===== config.mk =====
export PLATFORM = sky130hd
export DESIGN_NAME = pcl_led_ctrl
export DESIGN_NICKNAME = d
export VERILOG_FILES = /design/src/pcl_pkg.sv /design/src/pcl_led_ctrl.sv
export SDC_FILE = /design/constraint.sdc
export NUM_CORES = 1
export LEC_CHECK = 0
export BUFFER_PORTS_ARGS = -buffer_cell sky130_fd_sc_hd__buf_4
export CAP_MARGIN = 25
export CORE_MARGIN = 2
export CORE_UTILIZATION = 57
export DETAILED_ROUTE_END_ITERATION = 6
export GPL_TIMING_DRIVEN = 0
export HOLD_SLACK_MARGIN = 0.05
export PLACE_DENSITY_LB_ADDON = 0.25
export SYNTH_ARGS = -nofsm -noshare
export SYNTH_HDL_FRONTEND = slang
export SYNTH_SLANG_ARGS = --single-unit

===== constraint.sdc =====
create_clock -name sys_clk -period 3.4 [get_ports sys_clk]
set_clock_uncertainty 0.15 [all_clocks]
set_input_delay 0.85 -clock sys_clk [delete_from_list [all_inputs] [get_ports sys_clk]]
set_output_delay 0.85 -clock sys_clk [all_outputs]
set_load 0.005 [all_outputs]

===== src/pcl_pkg.sv =====
// Operation
// - Address and data come only from counting rising edges within one burst.
// - A burst is latched only after the pin stays high for the latch timeout.
// - Latch is guaranteed when the pin stays high over 500 us after the last edge.
// - A burst of 17 or more edges is address, number equal to edges minus 16; code takes 17 to 21 only, longer bursts are ignored.
// - A burst of 1 to 16 edges is data, written into the addressed register.
// - Once an address is latched, further data bursts go to the same register.
// - Pin held low longer than the off timeout puts the device into shutdown.
// - Off timeout is guaranteed when the pin stays low over 500 us.
// - Every shutdown entry resets all data registers to 1.
// - After disable, address 1 is current from the first edge until changed.
// - Addresses: 1 both channels, 2 main, 3 sub, 4 full scale, 5 low current.
// - Data to address 1 loads the same code into main and sub registers.
// - Addresses 2 and 3 update only main or only sub, other one unchanged.
// - Full scale value 1 is 20 mA, 2 is 30 mA, 3 is 15 mA, 4 low-current mode.
// - With full scale 4, sinks follow the low-current register, channel codes ignored.
// - The 20 mA scale is used until the full-scale register is rewritten.
// - Channel codes 1 to 15 step down about 1 dB each; code 16 is zero current.
// - Changing scale keeps channel codes, outputs move to the same row.
// - Low codes 1-4 off, 5-8 sub, 9-12 main, 13-16 both, four current levels.
package pcl_pkg;
    // Timing
    localparam int CLK_PERIOD_NS    = 8;
    localparam int LATCH_TIMEOUT_NS = 500000;
    localparam int OFF_TIMEOUT_NS   = 500000;
    // Longest times, so round down; pin sync and edge stage eat the first cycles
    localparam int SYNC_LAG_CYCLES  = 3;
    localparam int LATCH_CYCLES     = LATCH_TIMEOUT_NS / CLK_PERIOD_NS - SYNC_LAG_CYCLES;
    localparam int OFF_CYCLES       = OFF_TIMEOUT_NS / CLK_PERIOD_NS - SYNC_LAG_CYCLES;

    // Edge counter
    localparam int          COUNT_W   = 5;
    localparam logic [4:0]  COUNT_ONE = 5'h01;
    localparam logic [4:0]  COUNT_SAT = 5'h1f;
    localparam logic [4:0]  DATA_MAX  = 5'h10;
    localparam logic [4:0]  ADDR_MAX  = 5'h15;
    localparam logic [4:0]  ADDR_BIAS = 5'h10;

    // Register addresses
    localparam logic [2:0]  ADDR_BOTH  = 3'h1;
    localparam logic [2:0]  ADDR_MAIN  = 3'h2;
    localparam logic [2:0]  ADDR_SUB   = 3'h3;
    localparam logic [2:0]  ADDR_SCALE = 3'h4;
    localparam logic [2:0]  ADDR_LOW   = 3'h5;

    // Register values; code 16 is held as 4'h0
    localparam logic [3:0]  REG_RESET  = 4'h1;
    localparam logic [3:0]  CODE_OFF   = 4'h0;
    localparam logic [3:0]  SCALE_20   = 4'h1;
    localparam logic [3:0]  SCALE_30   = 4'h2;
    localparam logic [3:0]  SCALE_15   = 4'h3;
    localparam logic [3:0]  SCALE_LOW  = 4'h4;
    localparam logic [3:0]  LOW_BIAS   = 4'h1;

    // Low-current groups (code minus one, upper two bits)
    localparam logic [1:0]  LOW_GRP_SUB  = 2'h1;
    localparam logic [1:0]  LOW_GRP_MAIN = 2'h2;
    localparam logic [1:0]  LOW_GRP_BOTH = 2'h3;

    typedef enum logic [1:0] {
        SEL_20  = 2'b00,
        SEL_30  = 2'b01,
        SEL_15  = 2'b10,
        SEL_LOW = 2'b11
    } pcl_scale_e;

    typedef enum logic [1:0] {
        ST_OFF   = 2'b00,
        ST_IDLE  = 2'b01,
        ST_BURST = 2'b10
    } pcl_state_e;
endpackage : pcl_pkg

===== src/pcl_led_ctrl.sv =====
`timescale 1ns/1ns
module pcl_led_ctrl #(
    parameter int LATCH_CYCLES = pcl_pkg::LATCH_CYCLES,
    parameter int OFF_CYCLES   = pcl_pkg::OFF_CYCLES
) (
    input  wire logic              sys_clk,
    input  wire logic              rst,
    input  wire logic              ctrlPin,
    output logic                   active,
    output logic [3:0]             mainCode,
    output logic [3:0]             subCode,
    output logic [3:0]             scaleCode,
    output logic [3:0]             lowCode,
    output pcl_pkg::pcl_scale_e    scaleSel,
    output logic [3:0]             mainLevel,
    output logic [3:0]             subLevel,
    output logic                   mainLowOn,
    output logic                   subLowOn,
    output logic [1:0]             lowLevel
);
    localparam int MAX_CYC = (LATCH_CYCLES > OFF_CYCLES) ? LATCH_CYCLES : OFF_CYCLES;
    localparam int TW      = $clog2(MAX_CYC) + 1;
    localparam logic [TW-1:0] LATCH_LAST = TW'(LATCH_CYCLES - 1);
    localparam logic [TW-1:0] OFF_LAST   = TW'(OFF_CYCLES - 1);
    localparam logic [TW-1:0] TIMER_ONE  = TW'(1);

    // Pin synchroniser; pinMeta feeds only pinSync
    logic                  pinMeta;
    logic                  pinSync;
    logic                  pinLast;
    logic                  rising;

    pcl_pkg::pcl_state_e   state;
    pcl_pkg::pcl_state_e   next_state;
    logic [4:0]            edgeCount;
    logic [4:0]            next_edgeCount;
    logic [TW-1:0]         highTimer;
    logic [TW-1:0]         next_highTimer;
    logic [TW-1:0]         lowTimer;
    logic [TW-1:0]         next_lowTimer;
    logic [2:0]            addr;
    logic [2:0]            next_addr;
    logic [3:0]            next_mainCode;
    logic [3:0]            next_subCode;
    logic [3:0]            next_scaleCode;
    logic [3:0]            next_lowCode;
    logic                  latchNow;
    logic                  offNow;

    // Output decode group
    logic                  next_active;
    pcl_pkg::pcl_scale_e   next_scaleSel;
    logic [3:0]            next_mainLevel;
    logic [3:0]            next_subLevel;
    logic                  next_mainLowOn;
    logic                  next_subLowOn;
    logic [1:0]            next_lowLevel;
    logic [3:0]            lowIdx;

    // Saturating edge count keeps overlong bursts recognisable
    function automatic logic [4:0] satInc(input logic [4:0] v);
        satInc = (v == pcl_pkg::COUNT_SAT) ? v : 5'(v + pcl_pkg::COUNT_ONE);
    endfunction : satInc

    // Two flops before any logic looks at the pin
    always_ff @(posedge sys_clk or posedge rst)
    begin
        if (rst)
        begin
            pinMeta <= 1'b0;
            pinSync <= 1'b0;
            pinLast <= 1'b0;
        end
        else
        begin
            pinMeta <= ctrlPin;
            pinSync <= pinMeta;
            pinLast <= pinSync;
        end
    end

    assign rising   = pinSync & ~pinLast;
    assign latchNow = (state == pcl_pkg::ST_BURST) && pinSync && !rising && (highTimer == LATCH_LAST);
    assign offNow   = (state != pcl_pkg::ST_OFF) && !pinSync && (lowTimer == OFF_LAST);

    // Burst counting, latching and shutdown
    always_comb
    begin
        next_state     = state;
        next_edgeCount = edgeCount;
        next_addr      = addr;
        next_mainCode  = mainCode;
        next_subCode   = subCode;
        next_scaleCode = scaleCode;
        next_lowCode   = lowCode;
        // Timers measure one continuous level each
        next_highTimer = pinSync ? TW'(highTimer + TIMER_ONE) : '0;
        next_lowTimer  = pinSync ? '0 : ((lowTimer == OFF_LAST) ? lowTimer : TW'(lowTimer + TIMER_ONE));
        if (offNow)
        begin
            // Long low: shut down and restore defaults
            next_state     = pcl_pkg::ST_OFF;
            next_edgeCount = '0;
            next_addr      = pcl_pkg::ADDR_BOTH;
            next_mainCode  = pcl_pkg::REG_RESET;
            next_subCode   = pcl_pkg::REG_RESET;
            next_scaleCode = pcl_pkg::REG_RESET;
            next_lowCode   = pcl_pkg::REG_RESET;
        end
        else if (rising)
        begin
            // First edge after shutdown also wakes the device
            next_state     = pcl_pkg::ST_BURST;
            next_edgeCount = (state == pcl_pkg::ST_BURST) ? satInc(edgeCount) : pcl_pkg::COUNT_ONE;
            next_highTimer = '0;
        end
        else if (latchNow)
        begin
            next_state     = pcl_pkg::ST_IDLE;
            next_edgeCount = '0;
            if (edgeCount <= pcl_pkg::DATA_MAX)
            begin
                // Data: code 16 wraps to 4'h0 in the 4-bit register
                case (addr)
                    pcl_pkg::ADDR_BOTH:
                    begin
                        next_mainCode = edgeCount[3:0];
                        next_subCode  = edgeCount[3:0];
                    end
                    pcl_pkg::ADDR_MAIN:  next_mainCode  = edgeCount[3:0];
                    pcl_pkg::ADDR_SUB:   next_subCode   = edgeCount[3:0];
                    pcl_pkg::ADDR_SCALE: next_scaleCode = edgeCount[3:0];
                    pcl_pkg::ADDR_LOW:   next_lowCode   = edgeCount[3:0];
                    default:             next_lowCode   = lowCode;
                endcase
            end
            else if (edgeCount <= pcl_pkg::ADDR_MAX)
            begin
                next_addr = 3'(edgeCount - pcl_pkg::ADDR_BIAS);
            end
            // Longer bursts fall through unchanged
        end
    end

    always_ff @(posedge sys_clk or posedge rst)
    begin
        if (rst)
        begin
            state     <= pcl_pkg::ST_OFF;
            edgeCount <= '0;
            highTimer <= '0;
            lowTimer  <= '0;
            addr      <= pcl_pkg::ADDR_BOTH;
            mainCode  <= pcl_pkg::REG_RESET;
            subCode   <= pcl_pkg::REG_RESET;
            scaleCode <= pcl_pkg::REG_RESET;
            lowCode   <= pcl_pkg::REG_RESET;
        end
        else
        begin
            state     <= next_state;
            edgeCount <= next_edgeCount;
            highTimer <= next_highTimer;
            lowTimer  <= next_lowTimer;
            addr      <= next_addr;
            mainCode  <= next_mainCode;
            subCode   <= next_subCode;
            scaleCode <= next_scaleCode;
            lowCode   <= next_lowCode;
        end
    end

    // Sink control decode; lags the registers by one cycle, harmless for analog
    always_comb
    begin
        lowIdx         = 4'(lowCode - pcl_pkg::LOW_BIAS);
        next_active    = (state != pcl_pkg::ST_OFF);
        next_mainLevel = mainCode;
        next_subLevel  = subCode;
        next_mainLowOn = 1'b0;
        next_subLowOn  = 1'b0;
        next_lowLevel  = lowIdx[1:0];
        case (scaleCode)
            pcl_pkg::SCALE_30:  next_scaleSel = pcl_pkg::SEL_30;
            pcl_pkg::SCALE_15:  next_scaleSel = pcl_pkg::SEL_15;
            pcl_pkg::SCALE_LOW: next_scaleSel = pcl_pkg::SEL_LOW;
            default:            next_scaleSel = pcl_pkg::SEL_20;
        endcase
        if (scaleCode == pcl_pkg::SCALE_LOW)
        begin
            // Channel codes have no say in low-current mode
            next_mainLevel = pcl_pkg::CODE_OFF;
            next_subLevel  = pcl_pkg::CODE_OFF;
            next_mainLowOn = (lowIdx[3:2] == pcl_pkg::LOW_GRP_MAIN) || (lowIdx[3:2] == pcl_pkg::LOW_GRP_BOTH);
            next_subLowOn  = (lowIdx[3:2] == pcl_pkg::LOW_GRP_SUB) || (lowIdx[3:2] == pcl_pkg::LOW_GRP_BOTH);
        end
        if (state == pcl_pkg::ST_OFF)
        begin
            // Shutdown: everything dark
            next_mainLevel = pcl_pkg::CODE_OFF;
            next_subLevel  = pcl_pkg::CODE_OFF;
            next_mainLowOn = 1'b0;
            next_subLowOn  = 1'b0;
        end
    end

    always_ff @(posedge sys_clk or posedge rst)
    begin
        if (rst)
        begin
            active    <= 1'b0;
            scaleSel  <= pcl_pkg::SEL_20;
            mainLevel <= pcl_pkg::CODE_OFF;
            subLevel  <= pcl_pkg::CODE_OFF;
            mainLowOn <= 1'b0;
            subLowOn  <= 1'b0;
            lowLevel  <= '0;
        end
        else
        begin
            active    <= next_active;
            scaleSel  <= next_scaleSel;
            mainLevel <= next_mainLevel;
            subLevel  <= next_subLevel;
            mainLowOn <= next_mainLowOn;
            subLowOn  <= next_subLowOn;
            lowLevel  <= next_lowLevel;
        end
    end
endmodule : pcl_led_ctrl


Word level (Yosys, flattened, before mapping). Cells that the tools add are included.

Mux-type cells: 47. Add/sub/neg operators: 5. Reduce and logical (&&, ||, !) cells: 27. Bitwise logic cells: 2. $lt $le $gt $ge: 2. Equal/unequal tests: 19.

Operators by type and width (number): 4-bit two-way mux (24); 17-bit two-way mux (5); 17-bit by 1-bit adder with 17-bit output (second input constant) (2); 17-bit by 16-bit equality test with 1-bit output (second input constant) (2); 5-bit two-way mux (5); 4-bit AND reduction (5); 2-bit nonzero test (8); 3-bit two-way mux (5); 5-bit less-or-equal comparator (second input constant) (2); 4-bit by 2-bit equality test with 1-bit output (second input constant) (2); 2-bit equality test (second input constant) (3); 3-bit by 2-bit equality test with 1-bit output (second input constant) (2); 3-bit equality test (second input constant) (2); 2-bit two-way mux (3); 2-bit case mux with 3 select lines (1); 5-bit by 1-bit adder with 5-bit output (second input constant) (1); 5-bit equality test (second input constant) (1); 1-bit logical AND (5); 4-bit by 3-bit equality test with 1-bit output (second input constant) (1); 1-bit two-way mux (4); 2-bit != test (second input constant) (2); 4-bit != test (second input constant) (1); 2-bit OR reduction (2); 4-bit by 1-bit subtractor with 4-bit output (second input constant) (1); other kinds (11) (13).

Output and inout bits: 31. Register bits after elaboration: 78. Logic and storage cells: 121. Input bits: 3.

Depth between registers and ports, before layout. Gate-level depths: netlist (run 1).

Depth after elaboration: 8. Mapped depth: 8.

Least setup slack after synthesis (run 1). Ideal clock, no wire load.

Path type: register to register. Start point: reg edgeCount[0]. End point: reg scaleCode[1]. Required time: 3124 ps. Arrival time: 1701 ps. Stages on the path, launching flop included: 9. Setup slack: 1423 ps. Cell sequence: dfrtp_1 clkbuf_1 inv_1 ha_1 nor3b_1 o211ai_1 clkbuf_1 o21ai_0 a21oi_1.

Cells in the longest elaborated chain, start to end: 3.

RTL lines: start, declared (line pcl_led_ctrl.sv:35) `logic [4:0] edgeCount;`; start signal, assigned (line pcl_led_ctrl.sv:162) `edgeCount <= next_edgeCount;`; 5-bit less-or-equal comparator (line pcl_led_ctrl.sv:121) `if (edgeCount <= pcl_pkg::DATA_MAX)`; 2-bit nonzero test (no source line); 4-bit AND reduction (no source line); end signal, assigned (line pcl_led_ctrl.sv:156) `scaleCode <= pcl_pkg::REG_RESET;`; end signal, assigned (line pcl_led_ctrl.sv:168) `scaleCode <= next_scaleCode;`; end, declared (line pcl_led_ctrl.sv:12) `output logic [3:0] scaleCode,`.

Every way passes these cells. A chain may end at the register's enable or synchronous reset.

Final worst setup path (run 1).
Start point: reg edgeCount[1]. End point: reg scaleCode[1].

Cells in the longest elaborated chain, start to end: 5.

RTL lines: parallel branches: the longest is 5 deep, another holds 5-bit less-or-equal comparator.

Several ways; the timed one is not identified. The select of a mux whose other input is x is not followed.

==> results.md, run 1 <==
* Status: completed
* Number of global-route vias before repair at 3006
* Comb pwr share at 0.106
* Port Buffers at 33
* Most common cell in the synthesized netlist: dfrtp_1
* DRC Markers at 0
* Row cnt at 30
* Mean Syn Cell Area at a little under 10 um2
* Die ar. at 7660 um2
* 1st-pass router iterations at 4
* Slew margin rel. at 0.488
* Ys async rst share at 1.00
* DRC violation total after the first TritonRoute iteration at 200
* Worst-case reg-to-reg path depth at 8
* I/O pins at 34
* Power per cell area at 453 nW/um2
* Syn_nets at 419
* Flop2flop setup slack at about 0.9 ns
* Clock Latency Late Sink at approximately 0.34 ns
* Post-synth top area cell: dfrtp_1
* Routed Wire Length at around 8500 um
* Htree depth at 3
* Via count at 3217
* Root Buffer: clkbuf_8
* Ys Warns at 0
* Final worst slack at around 0.89 ns
* Hold-fix buffers at CTS at 0
* Setup repair bufs after CTS at 0
* Initial Utilization at 0.588
* Via-to-Cell Ratio at between 6 and 7
* Sw Share at 0.242
* Hold Path End: pinSync
* Post-synth EDFFs at 0
* Worst-path clk slew at approximately 0.070 ns
* Top FF cell, synth: dfrtp_1
* Fmax at around 0.4 GHz
* Seq/Total Area, Yosys at 0.493
* Max stage delay on crit path at just under 0.4 ns
* Final setup viols at 0
* Worst path most repeated cell: clkbuf_1
* Critical path class: flip-flop to flip-flop
* Final max-slew violation count at 0
* Buf+Inv Stages, Crit Path at 3
* P&R area growth vs syn at 16.0%
* ANT nets after route at 0
* Period utilization at 0.738
* Hold path depth at 0
* Cell family with most CP delay: buffers and inverters
* Clk pwr share at 0.426
* Clk sinks at slightly below 80
* Post-synth cell types at 53
* Tot Pwr at 2.09 mW
* Global-route wire length before repair at around 14000 um
* Inserted Clock Buffers at 9
* Crit path time final at 2.51 ns
* Hpwl dp at ~5900 um
* CP Launch Type: flip-flop
* Hold Crit Class: flip-flop to flip-flop
* Mapped Cells at ~400
* HP Start: pinMeta
* RSZ-0062 raised after global routing: false
* CTS Buffer Depth at 2
* Synth top area share at 0.460
* Leakage Power at between 2 and 2.5 nW
* Core area at 6760 um2
* Worst R2R End: scaleCode[1]
* Sequential Power Share at 0.468
* Setup TNS at 0 ns
* Gr usage total at 0.240
* Largest net degree at the start of global routing at 67
* Gpl congestion at about 0.88
* #FFs+latches synth at a little under 80
* Maximum fanout along the worst path at 10
* Int Power at 1.58 mW
* Top post-synthesis cells by area: dfrtp_1 46%, nand3_1 4.5%, nor2_1 3.5%
* Max_cap viols at 0
* Critical path endpoint category: flip-flop
* Place WS at 0.947 ns
* CP Data Arrival Time at about 2.6 ns
* CTS-repair resized insts at 0
* NetSw at 506 uW
* Crit-path slowest cell: clkbuf_1
* Gr ovfl total at 0
* Worst Path Required at ~3.5 ns
* Final hold vios at 0
* Critical Path, Cell by Cell: clkbuf_1 > inv_1 > ha_1 > nor3b_1 > o211ai_1 > clkbuf_1 > o21ai_0 > a21oi_1
* Layout cells sized above 1 at 0.151
* Die width at about 87 um
* Fin nets at between 400 and 500
* Worst VDD drop at approximately 0.25 mV
* TritonCTS clock tree: done
* Initial antenna violation count at 0
* Die extent in y at 87.5 um
* R2R Path Start: edgeCount[1]
* Most frequent cells after synthesis: 73 x dfrtp_1, 37 x nor2_1, 36 x nand3_1
* Drt wl/cell at roughly 16 um
* Ant. Diodes at 0
* Worst-Margin Slew at between 0.7 and 0.8 ns
* Post-Syn Area at between 3000 and 4000 um2
## registers in the layout, indices dropped and copies added, names as in the netlist
register and flops:
state 2, pinMeta 1, highTimer 17, lowCode 4, active 1, subLevel 4, pinLast 1, addr 3
mainCode 4, pinSync 1, lowLevel 2, scaleCode 4, mainLowOn 1, edgeCount 5, subLowOn 1, lowTimer 17
scaleSel 2, mainLevel 4, subCode 4
## worst max path at each step
stage / startpoint / endpoint / slack, ns / cells after the start
CTS: edgeCount[0] / subCode[2] / 0.92 / 8
floorplan: rst / active / 0.41 / 1
detailed placement: edgeCount[1] / subCode[2] / 0.95 / 8
global route: edgeCount[1] / subCode[2] / 0.64 / 8
global placement: rst / highTimer[7] / -0.45 / 2
finish: edgeCount[1] / scaleCode[1] / 0.89 / 8
## power by group through the flow
stage	clock network [mW]	registers [mW]	logic, mW
global placement	0	0.994	0.204
detailed placement	0	0.994	0.216
global route	0.940	0.982	0.249
CTS	0.897	0.977	0.219
floorplan	0	0.989	0.157
finish	0.889	0.978	0.221
## logic make-up after synthesis
| kind of cell | count (synthesis) | share of synthesized area |
|---|---|---|
| AOI/OAI and AO/OA | 72 | 0.110 |
| xor gates and xnor gates | 25 | 0.0551 |
| adders and majority gates | 9 | 0.0283 |
| buffers and inverters | 39 | 0.0384 |
| DFF | 78 | 0.493 |
| muxes | 3 | 0.00756 |
| and+or+nand+nor | 181 | 0.268 |
## layout make-up
| type | instances | area [um2] |
|---|---|---|
| Sequential cell | 78 | 1960 |
| Inverter | 18 | 70.1 |
| Buffer | 21 | 85.1 |
| Clock inverter | 6 | 135 |
| Fill cell | 546 | 2150 |
| Clock buffer | 9 | 124 |
| Tap cell | 80 | 100 |
| Timing Repair Buffer | 34 | 275 |
| Multi-Input combinational cell | 290 | 1860 |
## layout by cell type (no fill, tap or decap), types with 3 or more instances in the layout
master      n
nand2_1    13
ha_1        9
clkbuf_8    9
xor2_1     14
o21ai_0    21
dfstp_2     5
clkbuf_1   16
nor4b_1     3
nand2b_1    7
bufinv_16   4
or4_1       4
o21ai_1     4
and3_1      4
and2_1     10
nor4_1      5
nor3b_1     3
mux2i_1     3
nand3_1    36
or3_1       5
nor4_2      3
xnor2_1    11
and4_1      8
dfrtp_1    73
a21oi_1    24
o31ai_1     6
buf_4      33
buf_2       4
inv_1      17
nor2b_1     4
nand4_1    15
nor3_1     10
nor2_1     37
## stage by stage
stage / utilization / hold WS [ns] / area (um2) / instances
after detailed placement: 0.644 / 0.186 / 4350 / 521
final: 0.682 / 0.204 / 4610 / 536
after CTS: 0.682 / 0.203 / 4610 / 536
after global placement: 0.640 / 0.183 / 4320 / 520
after floorplan: - / 0.181 / 3970 / 407
after global routing: 0.682 / 0.224 / 4610 / 536
## metal layers
| metal | track usage | vias to the layer above | wire (um) |
|---|---|---|---|
| met4 | 0.0769 | 0 | 121 |
| met2 | 0.368 | 101 | 3990 |
| met1 | 0.341 | 1551 | 3850 |
| met5 | 0 | - | 0 |
| li1 | - | 1552 | - |
| met3 | 0.0493 | 13 | 529 |
Note: power is estimated with default switching activity, not from simulation.
==> run 2: changes to the inputs <==
==> constraint.sdc (replaced) <==
create_clock -name sys_clk -period 2.4 [get_ports sys_clk]
set_clock_uncertainty 0.15 [all_clocks]
set_input_delay 0.6 -clock sys_clk [delete_from_list [all_inputs] [get_ports sys_clk]]
set_output_delay 0.6 -clock sys_clk [all_outputs]
set_load 0.005 [all_outputs]
==> results.md, run 2 (same netlist as run 1, synthesis figures left out) <==
* Status: completed
* Fin Hold WS at between 0.2 and 0.25 ns
* Ant. Diodes at 0
* 1st-pass router iterations at 5
* CTS Buffer Depth at 2
* Worst VDD drop at 0.407 mV
* DRC Markers at 0
* Slew margin rel. at 0.394
* Gr usage total at 0.240
* Final setup viols at 0
* Htree depth at 3
* Critical path endpoint category: flip-flop
* Crit-path slowest cell: o22ai_1
* Number of global-route vias before repair at roughly 3000
* Gr ovfl total at 0
* Fmax at between 0.4 and 0.5 GHz
* Worst Path Required at about 2.5 ns
* CP Data Arrival Time at 2.29 ns
* P&R area growth vs syn at 15.8%
* Via-to-Cell Ratio at roughly 6.1
* Most frequent cells in the layout: 72 x dfrtp_1, 37 x nor2_1, 36 x nand3_1
* Worst-path clk slew at about 0.080 ns
* Worst-Margin Slew at 0.908 ns
* Max_cap viols at 0
* ANT nets after route at 0
* Leakage Power at roughly 2 nW
* Period utilization at 0.931
* Number of fill cells in the layout at ~550
* Clock Latency Late Sink at 0.34 ns
* Gpl congestion at ~0.89
* I/O pins at 34
* Clk sinks at 78
* Hpwl dp at between 6000 and 7000 um
* Final hold vios at 0
* Setup repair bufs after CTS at 0
* Final worst slack at 0.165 ns
* Largest registers: highTimer: 17 flops, lowTimer: 17 flops, edgeCount: 5 flops
* RSZ-0062 raised after global routing: false
* Die width at 87.5 um
* Die ar. at 7660 um2
* Critical path class: flip-flop to flip-flop
* Worst-case reg-to-reg path depth at 6
* TritonCTS clock tree: done
* Most common cell after layout, fill and taps aside: dfrtp_1
* Final max-slew violation count at 0
* Hold path depth at 0
* Drt wl/cell at between 15 and 20 um
* Maximum fanout along the worst path at 7
* Largest net degree at the start of global routing at 44
* Layout cells sized above 1 at 0.171
* Critical Path, Cell by Cell: clkbuf_1 > and4_1 > clkbuf_1 > nand4_1 > o22ai_1 > o21ai_0
* Root Buffer: clkbuf_8
* Crit path time final at roughly 2.2 ns
* Port Buffers at 33
* Core area at roughly 6800 um2
* Die extent in y at between 80 and 90 um
* Row cnt at 30
* Power per cell area at 603 nW/um2
* Inserted Clock Buffers at 9
* Hold Crit Class: flip-flop to flip-flop
* CP Launch Type: flip-flop
* Worst path most repeated cell: clkbuf_1
* Fin nets at approximately 460
* Initial Utilization at 0.588
* Global-route wire length before repair at around 14000 um
* Multi-input gate area at around 1900 um2
* Routed Wire Length at between 8000 and 9000 um
* Max stage delay on crit path at between 0.4 and 0.5 ns
* FF/Latch Area at ~2000 um2
* Initial antenna violation count at 0
* Via count at between 3000 and 4000
* DRC violation total after the first TritonRoute iteration at 295
* Place WS at -0.0357 ns
## run 2: changes by cell type in the layout (fill, tap and decap cells not counted), sizes merged
cell / delta
bufinv: -2
clkinv: +2
clkbuf: -1
clkinvlp: +1
## run 2: critical path: cells and delay by family, from the launching register on
family                 cells  cell delay, ns
buffers and inverters      2            0.51
AOI/OAI and AO/OA          2            0.64
and+or+nand+nor            2            0.45
DFF                        1            0.34
## run 2: layout make-up
type / count / area share
Sequential cell: 78 / 0.426
Multi-Input combinational cell: 290 / 0.412
Timing Repair Buffer: 34 / 0.0582
Clock buffer: 9 / 0.0269
Tap cell: 80 / 0.0218
Clock inverter: 7 / 0.0212
Buffer: 20 / 0.0185
Inverter: 18 / 0.0155
## run 2: worst paths after layout
path / start / endpoint / slack (ns)
max: highTimer[12] / edgeCount[2] / 0.17
min: pinMeta / pinSync / 0.20
max reg2reg: highTimer[12] / edgeCount[2] / 0.17
min reg2reg: pinMeta / pinSync / 0.20
max in group asynchronous: rst / addr[0] / 1.10
min in group asynchronous: rst / lowTimer[3] / 0.28
## run 2: timing repair
item	4_1_cts	5_1_grt
setup endpoints to repair	8	17
hold buffers	0	0
resized for setup	2	9
## run 2: per-stage QoR
step | total power, mW | std cells | utilization | instance area (um2) | setup TNS [ns]
2_1_floorplan | 1.62 | 407 | - | 3980 | 0
3_3_place_gp | 1.70 | 520 | 0.640 | 4330 | -0.00497
3_5_place_dp | 1.71 | 521 | 0.643 | 4350 | -0.0997
4_1_cts | 2.78 | 536 | 0.676 | 4570 | 0
5_1_grt | 2.90 | 536 | 0.681 | 4600 | 0
6_report | 2.78 | 536 | 0.681 | 4600 | 0
## run 2: metal layers
metal | up-vias | share of wire | track usage
met2 | 95 | 0.47 | 0.377
met4 | 0 | 0.018 | 0.0909
met1 | 1578 | 0.47 | 0.337
li1 | 1563 | - | -
met3 | 21 | 0.046 | 0.0370
met5 | - | 0 | 0
## run 2: power by group
group / switching [mW] / internal [mW] / total (mW)
clock: 0.487 / 0.589 / 1.08
combinational: 0.193 / 0.0998 / 0.293
sequential: 0.0529 / 1.35 / 1.41
total: 0.733 / 2.04 / 2.78
